## config.mk

```make
export PLATFORM = sky130hd
export DESIGN_NAME = mst_supervisor
export DESIGN_NICKNAME = d
export VERILOG_FILES = /design/src/mst_pkg.sv /design/src/mst_stream_if.sv /design/src/mst_stuck_guard.sv /design/src/mst_supervisor.sv
export SDC_FILE = /design/constraint.sdc
export NUM_CORES = 2
export LEC_CHECK = 0
export BUFFER_PORTS_ARGS = -buffer_cell sky130_fd_sc_hd__clkbuf_2
export CORE_MARGIN = 2
export CORE_UTILIZATION = 45
export CTS_CLUSTER_SIZE = 25
export DETAILED_ROUTE_END_ITERATION = 8
export PLACE_DENSITY = 0.71
export SLEW_MARGIN = 20
export SYNTH_ARGS = -nofsm -noshare
export SYNTH_HDL_FRONTEND = slang
export SYNTH_SLANG_ARGS = --single-unit
```

## constraint.sdc

```tcl
create_clock -name clk -period 42.3 [get_ports clk]
set_clock_uncertainty 0.2 [all_clocks]
set_input_delay 8.46 -clock clk [delete_from_list [all_inputs] [get_ports clk]]
set_output_delay 8.46 -clock clk [all_outputs]
set_load 0.05 [all_outputs]
```

## src/mst_pkg.sv

```systemverilog
package mst_pkg;
   // Observation window for stuck sigma-delta streams: 1/128 of a reference
   // period counted in system clocks.
   localparam int unsigned STUCK_WINDOW_CYCLES = 128;
   localparam int unsigned STUCK_CNT_W         = 8;
   // Multiplex and tamper window lengths in line periods, and the tamper confirmation count in evaluations.
   localparam logic [5:0]  MUX_HALF_PERIODS   = 6'h20;
   localparam logic [5:0]  MUX_LONG_PERIODS   = 6'h3C;
   localparam logic [5:0]  MUX_SHORT_PERIODS  = 6'h04;
   localparam logic [5:0]  TAMPER_PRE_PERIODS = 6'h04;
   localparam logic [5:0]  TAMPER_WIN_PERIODS = 6'h08;
   localparam logic [2:0]  TAMPER_CONFIRM     = 3'h4;
   // Nominal voltage coefficients in Q0.16 (0.3594, 0.3906, 0.4219, 0.4531).
   localparam logic [15:0] NOM_COEFF_0 = 16'h5C01;
   localparam logic [15:0] NOM_COEFF_1 = 16'h63FE;
   localparam logic [15:0] NOM_COEFF_2 = 16'h6C01;
   localparam logic [15:0] NOM_COEFF_3 = 16'h73FE;
   // Base no-load thresholds (scaled integer units, doubling per step).
   localparam logic [31:0] NOLOAD_BASE_COIL  = 32'h00001188;
   localparam logic [31:0] NOLOAD_BASE_SHUNT = 32'h00000E40;
   // Wishbone register byte offsets.
   localparam logic [3:0]  REG_CONFIG = 4'h0;
   localparam logic [3:0]  REG_STATUS = 4'h4;
   // Config register field positions.
   localparam int unsigned CFG_GAIN_LSB   = 0;
   localparam int unsigned CFG_NOM_LSB    = 2;
   localparam int unsigned CFG_NOLOAD_LSB = 4;
   localparam int unsigned CFG_TAMPER_THRESHOLD_SELECT_BIT   = 6;
   localparam logic [6:0]  CFG_RESET      = 7'h00;
   typedef enum logic [1:0] {MST_NORMAL, MST_TAMPER_PRI, MST_TAMPER_SEC} mst_state_t;
endpackage

```

## src/mst_stream_if.sv

```systemverilog
`timescale 1ns/1ps
`default_nettype none
interface mst_stream_if;
   logic rawBit;
   logic cleanBit;
   logic stuck;
   modport guard (input rawBit, output cleanBit, output stuck);
   modport user  (output rawBit, input cleanBit, input stuck);
endinterface
`default_nettype wire

```

## src/mst_stuck_guard.sv

```systemverilog
`timescale 1ns/1ps
`default_nettype none
module mst_stuck_guard
   import mst_pkg::*;
(
   input  wire logic     clk,
   input  wire logic     rst_n,
   mst_stream_if.guard   s
);
   logic [STUCK_CNT_W-1:0] runLen;
   logic                   lastBit;
   logic                   idleBit;
   logic                   stuckFlag;
   wire                    same   = (s.rawBit == lastBit);
   wire                    runEnd = (runLen == STUCK_CNT_W'(STUCK_WINDOW_CYCLES - 1));

   always_ff @(posedge clk or negedge rst_n) begin
      if (!rst_n) begin
         runLen    <= '0;
         lastBit   <= 1'b0;
         idleBit   <= 1'b0;
         stuckFlag <= 1'b0;
      end else begin
         lastBit   <= s.rawBit;
         idleBit   <= ~idleBit;
         runLen    <= same ? (runEnd ? runLen : runLen + 1'b1) : '0;
         stuckFlag <= same && runEnd; // [RQ10]
      end
   end

   // An alternating stream averages to zero, so it stands in for a dead one.
   assign s.cleanBit = stuckFlag ? idleBit : s.rawBit; // [RQ10]
   assign s.stuck    = stuckFlag;
endmodule
`default_nettype wire

```

## src/mst_supervisor.sv

```systemverilog
// Summary of operation
// [RQ1] Single-wire mode only with coil gain codes
// [RQ2] Nominal voltage replaces measured during range error (here only in single-wire mode, i.e. coil gain codes)
// [RQ3] Substitute voltage is peak times coefficient
// [RQ4] Single-wire mode uses apparent energy
// [RQ5] Low supply holds whole block in reset
// [RQ6] No-load flag when power below threshold
// [RQ7] Four doubling thresholds, sensor-dependent base
// [RQ8] No-load suspends integration, disables tamper
// [RQ9] No-load blocks stepper, drives indicator low
// [RQ10] Stuck streams flagged and replaced by idle
// [RQ11] Pin mismatch flags error, suspends integration
// [RQ12] Tamper when difference exceeds ratio of mean
// [RQ13] Opposite signs keep tamper, use higher
// [RQ14] Normal state multiplexes channels 32:32
// [RQ15] Window: four primary then four secondary
// [RQ16] Four true evaluations enter tamper state
// [RQ17] Tamper state multiplexes 60:4 or 4:60
// [RQ18] Gap keeps last higher-channel current
// [RQ19] Tamper indicator pin low when tampered
// [RQ20] Errors force tamper state back to normal (a pin error here only stops sampling)
// [RQ21] Range error from frequency or low voltage
// [RQ22] Range error outside single-wire idles outputs
// [RQ23] Four false evaluations return to normal
// [RQ24] Line periods counted on positive-peak pulse
//
// The Wishbone interface to the registers and the placing of the registers were chosen for this implementation.
`timescale 1ns/1ps
`default_nettype none
module mst_supervisor
   import mst_pkg::*;
(
   input  wire logic        clk,
   input  wire logic        rst_n,
   input  wire logic        supplyLow,
   input  wire logic        freqOutOfBand,
   input  wire logic        voltBelowOn,
   input  wire logic        voltAboveOff,
   input  wire logic        peakPulse,
   input  wire logic        sdVoltRaw,
   input  wire logic        sdPriRaw,
   input  wire logic        sdSecRaw,
   input  wire logic [15:0] voltRms,
   input  wire logic [15:0] peakVoltReading,
   input  wire logic [15:0] currentRms,
   input  wire logic signed [31:0] channelEnergy,
   input  wire logic        motorPosDrive,
   input  wire logic        motorNegDrive,
   input  wire logic        pulseDrive,
   input  wire logic        motorPosPin,
   input  wire logic        motorNegPin,
   input  wire logic        pulsePin,
   input  wire logic [3:0]  wb_adr_i,
   input  wire logic [31:0] wb_dat_i,
   input  wire logic [3:0]  wb_sel_i,
   input  wire logic        wb_we_i,
   input  wire logic        wb_cyc_i,
   input  wire logic        wb_stb_i,
   output logic [31:0]      wb_dat_o,
   output logic             wb_ack_o,
   output logic             wb_err_o,
   output logic             sdVoltClean,
   output logic             sdCurrClean,
   output logic             useSecondary,
   output logic [15:0]      energyVoltage,
   output logic             apparentMode,
   output logic             integrateEnable,
   output logic             stepperEnable,
   output logic             outputsHoldLow,
   output logic             no_load_indicator_pin,
   output logic             tamper_indicator_pin,
   output logic             pinErrorFlag
);
   // A supply below the on-threshold keeps every flop in reset.
   wire rstEff_n = rst_n & ~supplyLow; // [RQ5]

   // Three-stage sampling of the pad feedback; a change counts once the
   // second and third stages agree.
   logic [2:0] pinS0, pinS1, pinS2, pinStable;
   // The drives are delayed by the latency of the pad sampler, so that a legal
   // transition on a pin is never taken for a mismatch.
   logic [2:0] drvD0, drvD1, drvD2, drvD3;
   always_ff @(posedge clk or negedge rstEff_n) begin
      if (!rstEff_n) begin
         pinS0 <= '0;
         pinS1 <= '0;
         pinS2 <= '0;
         pinStable <= '0;
         drvD0 <= '0;
         drvD1 <= '0;
         drvD2 <= '0;
         drvD3 <= '0;
      end else begin
         pinS0 <= {pulsePin, motorNegPin, motorPosPin};
         pinS1 <= pinS0;
         pinS2 <= pinS1;
         drvD0 <= {pulseDrive, motorNegDrive, motorPosDrive};
         drvD1 <= drvD0;
         drvD2 <= drvD1;
         drvD3 <= drvD2;
         for (int i = 0; i < 3; i++) begin
            if (pinS1[i] == pinS2[i]) pinStable[i] <= pinS2[i];
         end
      end
   end

   // Sigma-delta stream guards, one per stream.
   mst_stream_if sdV ();
   mst_stream_if sdP ();
   mst_stream_if sdS ();
   assign sdV.rawBit = sdVoltRaw;
   assign sdP.rawBit = sdPriRaw;
   assign sdS.rawBit = sdSecRaw;
   mst_stuck_guard uGuardV (.clk(clk), .rst_n(rstEff_n), .s(sdV));
   mst_stuck_guard uGuardP (.clk(clk), .rst_n(rstEff_n), .s(sdP));
   mst_stuck_guard uGuardS (.clk(clk), .rst_n(rstEff_n), .s(sdS));
   wire anyStuck = sdV.stuck | sdP.stuck | sdS.stuck; // [RQ10]

   // Registers.
   logic [6:0] cfg;
   wire  [1:0] current_gain_select      = cfg[CFG_GAIN_LSB +: 2];
   wire  [1:0] nominal_voltage_select   = cfg[CFG_NOM_LSB +: 2];
   wire  [1:0] no_load_threshold_select = cfg[CFG_NOLOAD_LSB +: 2];
   wire        tamper_threshold_select  = cfg[CFG_TAMPER_THRESHOLD_SELECT_BIT];

   wire wbReq    = wb_cyc_i & wb_stb_i & ~wb_ack_o & ~wb_err_o;
   wire hitCfg   = (wb_adr_i == REG_CONFIG);
   wire hitSta   = (wb_adr_i == REG_STATUS);
   wire wbMapped = hitCfg | hitSta;

   // Range error: set by frequency or low voltage, cleared above off level.
   logic line_range_error;
   always_ff @(posedge clk or negedge rstEff_n) begin
      if (!rstEff_n) line_range_error <= 1'b1;
      else if (freqOutOfBand || voltBelowOn) line_range_error <= 1'b1; // [RQ21]
      else if (voltAboveOff) line_range_error <= 1'b0;
   end

   wire coilSensor = (current_gain_select < 2'h2);
   wire single_wire_meter_mode = coilSensor & line_range_error; // [RQ1]
   wire rangeHalt = line_range_error & ~single_wire_meter_mode;

   // Substitute voltage.
   wire [15:0] nominal_voltage_coeff =
      (nominal_voltage_select == 2'h0) ? NOM_COEFF_0 :
      (nominal_voltage_select == 2'h1) ? NOM_COEFF_1 :
      (nominal_voltage_select == 2'h2) ? NOM_COEFF_2 : NOM_COEFF_3; // [RQ3]
   wire [31:0] nomProduct = peakVoltReading * nominal_voltage_coeff;
   wire [15:0] nomVoltage = nomProduct[31:16]; // [RQ3]
   wire [15:0] effVoltage = single_wire_meter_mode ? nomVoltage : voltRms; // [RQ2]

   // No-load detection.
   wire [31:0] loadPower  = effVoltage * currentRms;
   wire [31:0] nlBase     = coilSensor ? NOLOAD_BASE_COIL : NOLOAD_BASE_SHUNT;
   wire [31:0] nlThresh   = nlBase << no_load_threshold_select; // [RQ7]
   wire        no_load_flag = (loadPower < nlThresh); // [RQ6]

   wire pinMismatch = (pinStable != drvD3);
   logic pinErr;
   always_ff @(posedge clk or negedge rstEff_n) begin
      if (!rstEff_n) pinErr <= 1'b0;
      else pinErr <= pinMismatch; // [RQ11]
   end

   wire tamperOff = line_range_error | anyStuck | no_load_flag; // [RQ20] [RQ8]

   // Line period counting and multiplex control.
   logic [5:0] perCnt;
   logic       phaseSec;
   logic       inWindow;
   logic [5:0] winCnt;
   mst_state_t state;
   wire [5:0] priLen = (state == MST_NORMAL) ? MUX_HALF_PERIODS :
                       (state == MST_TAMPER_PRI) ? MUX_LONG_PERIODS : MUX_SHORT_PERIODS;
   wire [5:0] secLen = (state == MST_NORMAL) ? MUX_HALF_PERIODS :
                       (state == MST_TAMPER_PRI) ? MUX_SHORT_PERIODS : MUX_LONG_PERIODS; // [RQ17]
   wire [5:0] curLen = phaseSec ? secLen : priLen;
   // A state change may shorten the running phase below the count already
   // reached, so the phase ends at the first peak at or past its length.
   wire periodEnd = peakPulse & (perCnt >= curLen - 6'h01); // [RQ24]
   // With a four-period primary phase the window opens as the secondary ends.
   wire shortPri  = (priLen == TAMPER_PRE_PERIODS);
   wire preMark   = (perCnt == priLen - TAMPER_PRE_PERIODS - 6'h01);
   wire winOpen   = peakPulse & ~inWindow
                    & (shortPri ? (phaseSec & periodEnd) : (~phaseSec & preMark)); // [RQ15]
   wire winClose  = peakPulse & inWindow & (winCnt == TAMPER_WIN_PERIODS - 6'h01);
   wire sampleB   = inWindow & (winCnt >= TAMPER_PRE_PERIODS);

   always_ff @(posedge clk or negedge rstEff_n) begin
      if (!rstEff_n) begin
         perCnt   <= '0;
         phaseSec <= 1'b0;
         inWindow <= 1'b0;
         winCnt   <= '0;
      end else begin
         if (peakPulse) perCnt <= periodEnd ? 6'h00 : perCnt + 6'h01; // [RQ14]
         if (periodEnd) phaseSec <= ~phaseSec; // [RQ14]
         if (tamperOff || winClose) inWindow <= 1'b0;
         else if (winOpen) inWindow <= 1'b1;
         if (winOpen || !inWindow) winCnt <= '0;
         else if (peakPulse) winCnt <= winCnt + 6'h01;
      end
   end

   // Energy samples A (primary) and B (secondary).
   logic signed [35:0] accA, accB;
   wire sampleEn = inWindow & ~pinErr & ~no_load_flag;
   always_ff @(posedge clk or negedge rstEff_n) begin
      if (!rstEff_n) begin
         accA <= '0;
         accB <= '0;
      end else if (winOpen) begin
         accA <= '0;
         accB <= '0;
      end else if (sampleEn && !sampleB) accA <= accA + 36'(channelEnergy);
      else if (sampleEn && sampleB) accB <= accB + 36'(channelEnergy);
   end

   // The criterion works on magnitudes; mixed signs always count as tamper.
   wire               oppSign = accA[35] ^ accB[35];
   wire        [35:0] magA = accA[35] ? 36'(-accA) : 36'(accA);
   wire        [35:0] magB = accB[35] ? 36'(-accB) : 36'(accB);
   wire        [35:0] diff = (magA > magB) ? magA - magB : magB - magA;
   wire        [36:0] sum  = {1'b0, magA} + {1'b0, magB};
   // Ratio of the mean: sum/2 * 1/8 = sum>>4, or sum/2 * 1/16 = sum>>5.
   wire        [36:0] lim  = tamper_threshold_select ? (sum >> 5) : (sum >> 4);
   wire criterion = oppSign | ({1'b0, diff} > lim); // [RQ12] [RQ13]
   wire priHigher = (magA >= magB); // [RQ13]

   logic [2:0] trueRun, falseRun;
   always_ff @(posedge clk or negedge rstEff_n) begin
      if (!rstEff_n) begin
         state    <= MST_NORMAL;
         trueRun  <= '0;
         falseRun <= '0;
      end else if (tamperOff) begin
         state    <= MST_NORMAL; // [RQ20]
         trueRun  <= '0;
         falseRun <= '0;
      end else if (winClose) begin
         trueRun  <= criterion ? ((trueRun == TAMPER_CONFIRM) ? trueRun : trueRun + 3'h1) : 3'h0;
         falseRun <= criterion ? 3'h0 : ((falseRun == TAMPER_CONFIRM) ? falseRun : falseRun + 3'h1);
         case (state)
            MST_NORMAL: begin
               if (criterion && trueRun == TAMPER_CONFIRM - 3'h1) begin // [RQ16]
                  state <= priHigher ? MST_TAMPER_PRI : MST_TAMPER_SEC; // [RQ17]
               end
            end
            MST_TAMPER_PRI, MST_TAMPER_SEC: begin
               if (!criterion && falseRun == TAMPER_CONFIRM - 3'h1) begin
                  state <= MST_NORMAL; // [RQ23]
               end else if (criterion) begin
                  state <= priHigher ? MST_TAMPER_PRI : MST_TAMPER_SEC;
               end
            end
            default: state <= MST_NORMAL;
         endcase
      end
   end

   // Outside the window the tamper state keeps the higher channel; inside it the
   // phase picks the channel, so the other one is still sampled and the state can leave.
   wire tamperState = (state != MST_NORMAL);
   wire higherSec   = (state == MST_TAMPER_SEC);
   assign useSecondary = (tamperState && !inWindow) ? higherSec : phaseSec; // [RQ18] [RQ14]

   // Wishbone slave: one-cycle ack, error on unmapped addresses.
   always_ff @(posedge clk or negedge rstEff_n) begin
      if (!rstEff_n) begin
         cfg      <= CFG_RESET;
         wb_ack_o <= 1'b0;
         wb_err_o <= 1'b0;
         wb_dat_o <= '0;
      end else begin
         wb_ack_o <= wbReq & wbMapped;
         wb_err_o <= wbReq & ~wbMapped;
         if (wbReq && wb_we_i && hitCfg && wb_sel_i[0]) cfg <= wb_dat_i[6:0];
         if (wbReq && !wb_we_i) begin
            wb_dat_o <= hitCfg ? {25'h0, cfg} :
                        hitSta ? {23'h0, state == MST_TAMPER_SEC, tamperState, pinErr,
                                  sdS.stuck, sdP.stuck, sdV.stuck, single_wire_meter_mode,
                                  line_range_error, no_load_flag} : 32'h0;
         end
      end
   end

   assign sdVoltClean     = sdV.cleanBit;
   assign sdCurrClean     = useSecondary ? sdS.cleanBit : sdP.cleanBit;
   assign energyVoltage   = effVoltage; // [RQ2]
   assign apparentMode    = single_wire_meter_mode; // [RQ4]
   assign integrateEnable = ~no_load_flag & ~pinErr & ~rangeHalt; // [RQ8] [RQ11] [RQ22]
   assign stepperEnable   = ~no_load_flag & ~rangeHalt; // [RQ9]
   assign outputsHoldLow  = rangeHalt | no_load_flag; // [RQ22]
   assign no_load_indicator_pin = ~no_load_flag; // [RQ9]
   assign tamper_indicator_pin  = ~tamperState; // [RQ19]
   assign pinErrorFlag    = pinErr; // [RQ11]
endmodule
`default_nettype wire

```

==> results.toml <==
[global_routing]
grt_max_degree = 75
busiest_layer = "met2"
grt_antenna_before_repair = 1
grt_overflow = 0
use_met1 = 0.3086
use_met2 = 0.3798
grt_pass1_vias = 28680
use_met3 = 0.01887
grtUsageTotal = 0.2246
grt_pass1_wl_um = 145400

[sta]
rsz0062_at_grt = "no"
timing.final.crit_period_ns = 31.56
setup_viol = 0
tightest_slew_ns = 1.085
hold_viol = 0
fmax_ghz = 0.03168
maxSlewViolCount = 0
setup_tns_ns = 0
fin_crit_sh = 0.7462
whs_ns = 0.1458
slew_headroom = 0.2668

[synth]
postSynth.asyncResetShare = 1.000
synth_top_cell_by_area = "fa_1"
ys_ff_latch = 171
yosys.cell_types.count = 93
synth.top_cell.area_share = 0.1959
syn-cell-area_sq_mm = 0.03454
synth_edf_count = 0
yosysWarningCount = 0
synth_flop_cell = "dfrtp_1"
synth.avg_cell_area_sq_um = 8.301
ys_top_cells_by_area = "fa_1, ha_1, dfrtp_1, inv_1, xnor2_1"
yosysSeqAreaShare = 0.1239
synthCells = 4161

[setup_path]
endpoint_kind = "output pin"
max_stage_delay_ns = 0.66
startpoint_type = "input pin"
cp_max_fo = 17
r2r_setup_slack_ns = 25.68
rr_worst_depth = 50
crit_slowest_cell = "a211oi_2"
path_common_cell = "fa_1"
crit_arrival_ns = 22.90
r2r-start = "cfg[3]"
reg2reg_to = "accA[35]"
worstPathRequired_ns = 33.64
critPathKind = "in2out"

[clocking]
post_cts_resized = 0
post_cts_buffers = 0
cts-htree-levels = 4
cts_buffers = 17
root_buffer = "clkbuf_16"
cts_buffer_depth = 2
hold_buffers = 0
cts_tree = "done"
clock_latency_ns = 0.47
cts.clk_slew.worst_paths_ns = 0.07
clock-sinks = 171

[route]
wl_per_cell_um = 16.63
drc = 0
vias = 29020
via_per_inst = 5.526
wirelength_um = 87320
initialDrtViolationCount = 1757
drtAntennaViolNets = 0
first_pass_iters = 6

[min_path]
hold_end = "drvD3[0]"
hold_class = "reg2reg"
whs_path_depth = 0
worstHoldStart = "drvD2[0]"

[layout]
drive_gt1_frac = 0.06087
syn_to_final_growth_pct = 6.484
mostFrequentLayoutCells = "inv_1, ha_1, nand2_1, fa_1, a21oi_1"
antenna_cells = 0
fin_nets = 5151
mostFrequentLayoutCell = "inv_1"

[floorplanning]
rows = 101
die_area_sq_mm = 0.07899
start_util = 0.4548
dieWidth_um = 281.1
io_pins = 199
die_h_um = 281.1
coreArea_sq_mm = 0.07595

[run_status]
status = "finished, final reports clean"

[placed_design]
place.gp.congestion = 0.9323
io_buffers = 147
dp_hpwl_um = 71860

[run]
drv_cap = 0
[synthesized netlist by cell type, types with 24 or more instances]
library cell,instances
fa_1,338
clkbuf_1,115
and2_1,146
a21o_1,92
nor3_1,67
o21bai_1,37
xnor2_1,189
dfrtp_1,170
mux2i_1,68
xor2_1,69
nor2_1,236
nand3_1,101
or3_1,24
inv_1,620
nand2_1,347
nor2b_1,47
nand2b_1,62
o21ai_0,205
and3_1,36
a21oi_1,241
ha_1,465
o31ai_1,47
a211oi_1,26
[flip-flops by register name, summed over array words and instances (netlist names), 6 cells and up]
register	flops
uGuardP.runLen	8
winCnt	6
uGuardS.runLen	8
accA	36
wb_dat_o	9
perCnt	6
cfg	7
uGuardV.runLen	8
accB	36
[routing by layer]
metal	up-vias	part of all wire
li1	13990	-
met1	14140	0.46
met2	762	0.48
met3	123	0.043
met4	2	0.021
met5	-	0.00014
[metrics by stage]
step	worst slack (ns)	util	area [sq um]	std cells
2_1_floorplan	11.28	-	34620	4183
3_3_place_gp	10.82	0.4759	36140	5220
3_5_place_dp	10.68	0.4759	36140	5220
4_1_cts	10.62	0.4843	36780	5252
5_1_grt	10.01	0.4843	36780	5252
6_report	10.74	0.4843	36780	5252
[area by class of cell]
| cell class | count | area, sq um |
|---|---|---|
| Fill cell | 7355 | 39170 |
| Clock buffer | 17 | 425.4 |
| Inverter | 625 | 2346 |
| Tap cell | 1030 | 1289 |
| Sequential cell | 171 | 4280 |
| Clock inverter | 15 | 214.0 |
| Timing Repair Buffer | 170 | 908.4 |
| Multi-Input combinational cell | 3224 | 27320 |
[worst max-delay path, delay by kind of cell]
kind                     cells  cell delay (ns)
buffers and inverters       12             1.21
adder cells (fa/ha/maj)     14             6.55
multiplexers                 1             0.24
AND/OR/NAND/NOR              8             2.21
AO/OA/AOI/OAI               14             4.20
[how the worst max path moves through the flow]
stage | cells past startpoint | startpoint | endpoint | slack (ns)
after floorplan | 54 | peakVoltReading[4] | stepperEnable | 11.28
after global placement | 49 | peakVoltReading[6] | outputsHoldLow | 10.82
after detailed placement | 49 | peakVoltReading[6] | outputsHoldLow | 10.68
after CTS | 49 | peakVoltReading[6] | outputsHoldLow | 10.62
after global routing | 49 | peakVoltReading[6] | outputsHoldLow | 10.01
final | 49 | peakVoltReading[6] | outputsHoldLow | 10.74
[cells by family after synthesis]
logic type,synth area share
multiplexers,0.02264
other,0.0002174
AO/OA/AOI/OAI,0.1615
flip-flops,0.1239
buffers and inverters,0.08878
AND/OR/NAND/NOR,0.1723
XOR/XNOR,0.06542
adder cells (fa/ha/maj),0.3652
Power is not shown: default switching activity piles up to over one toggle a cycle in this logic, so the estimate is an artifact.
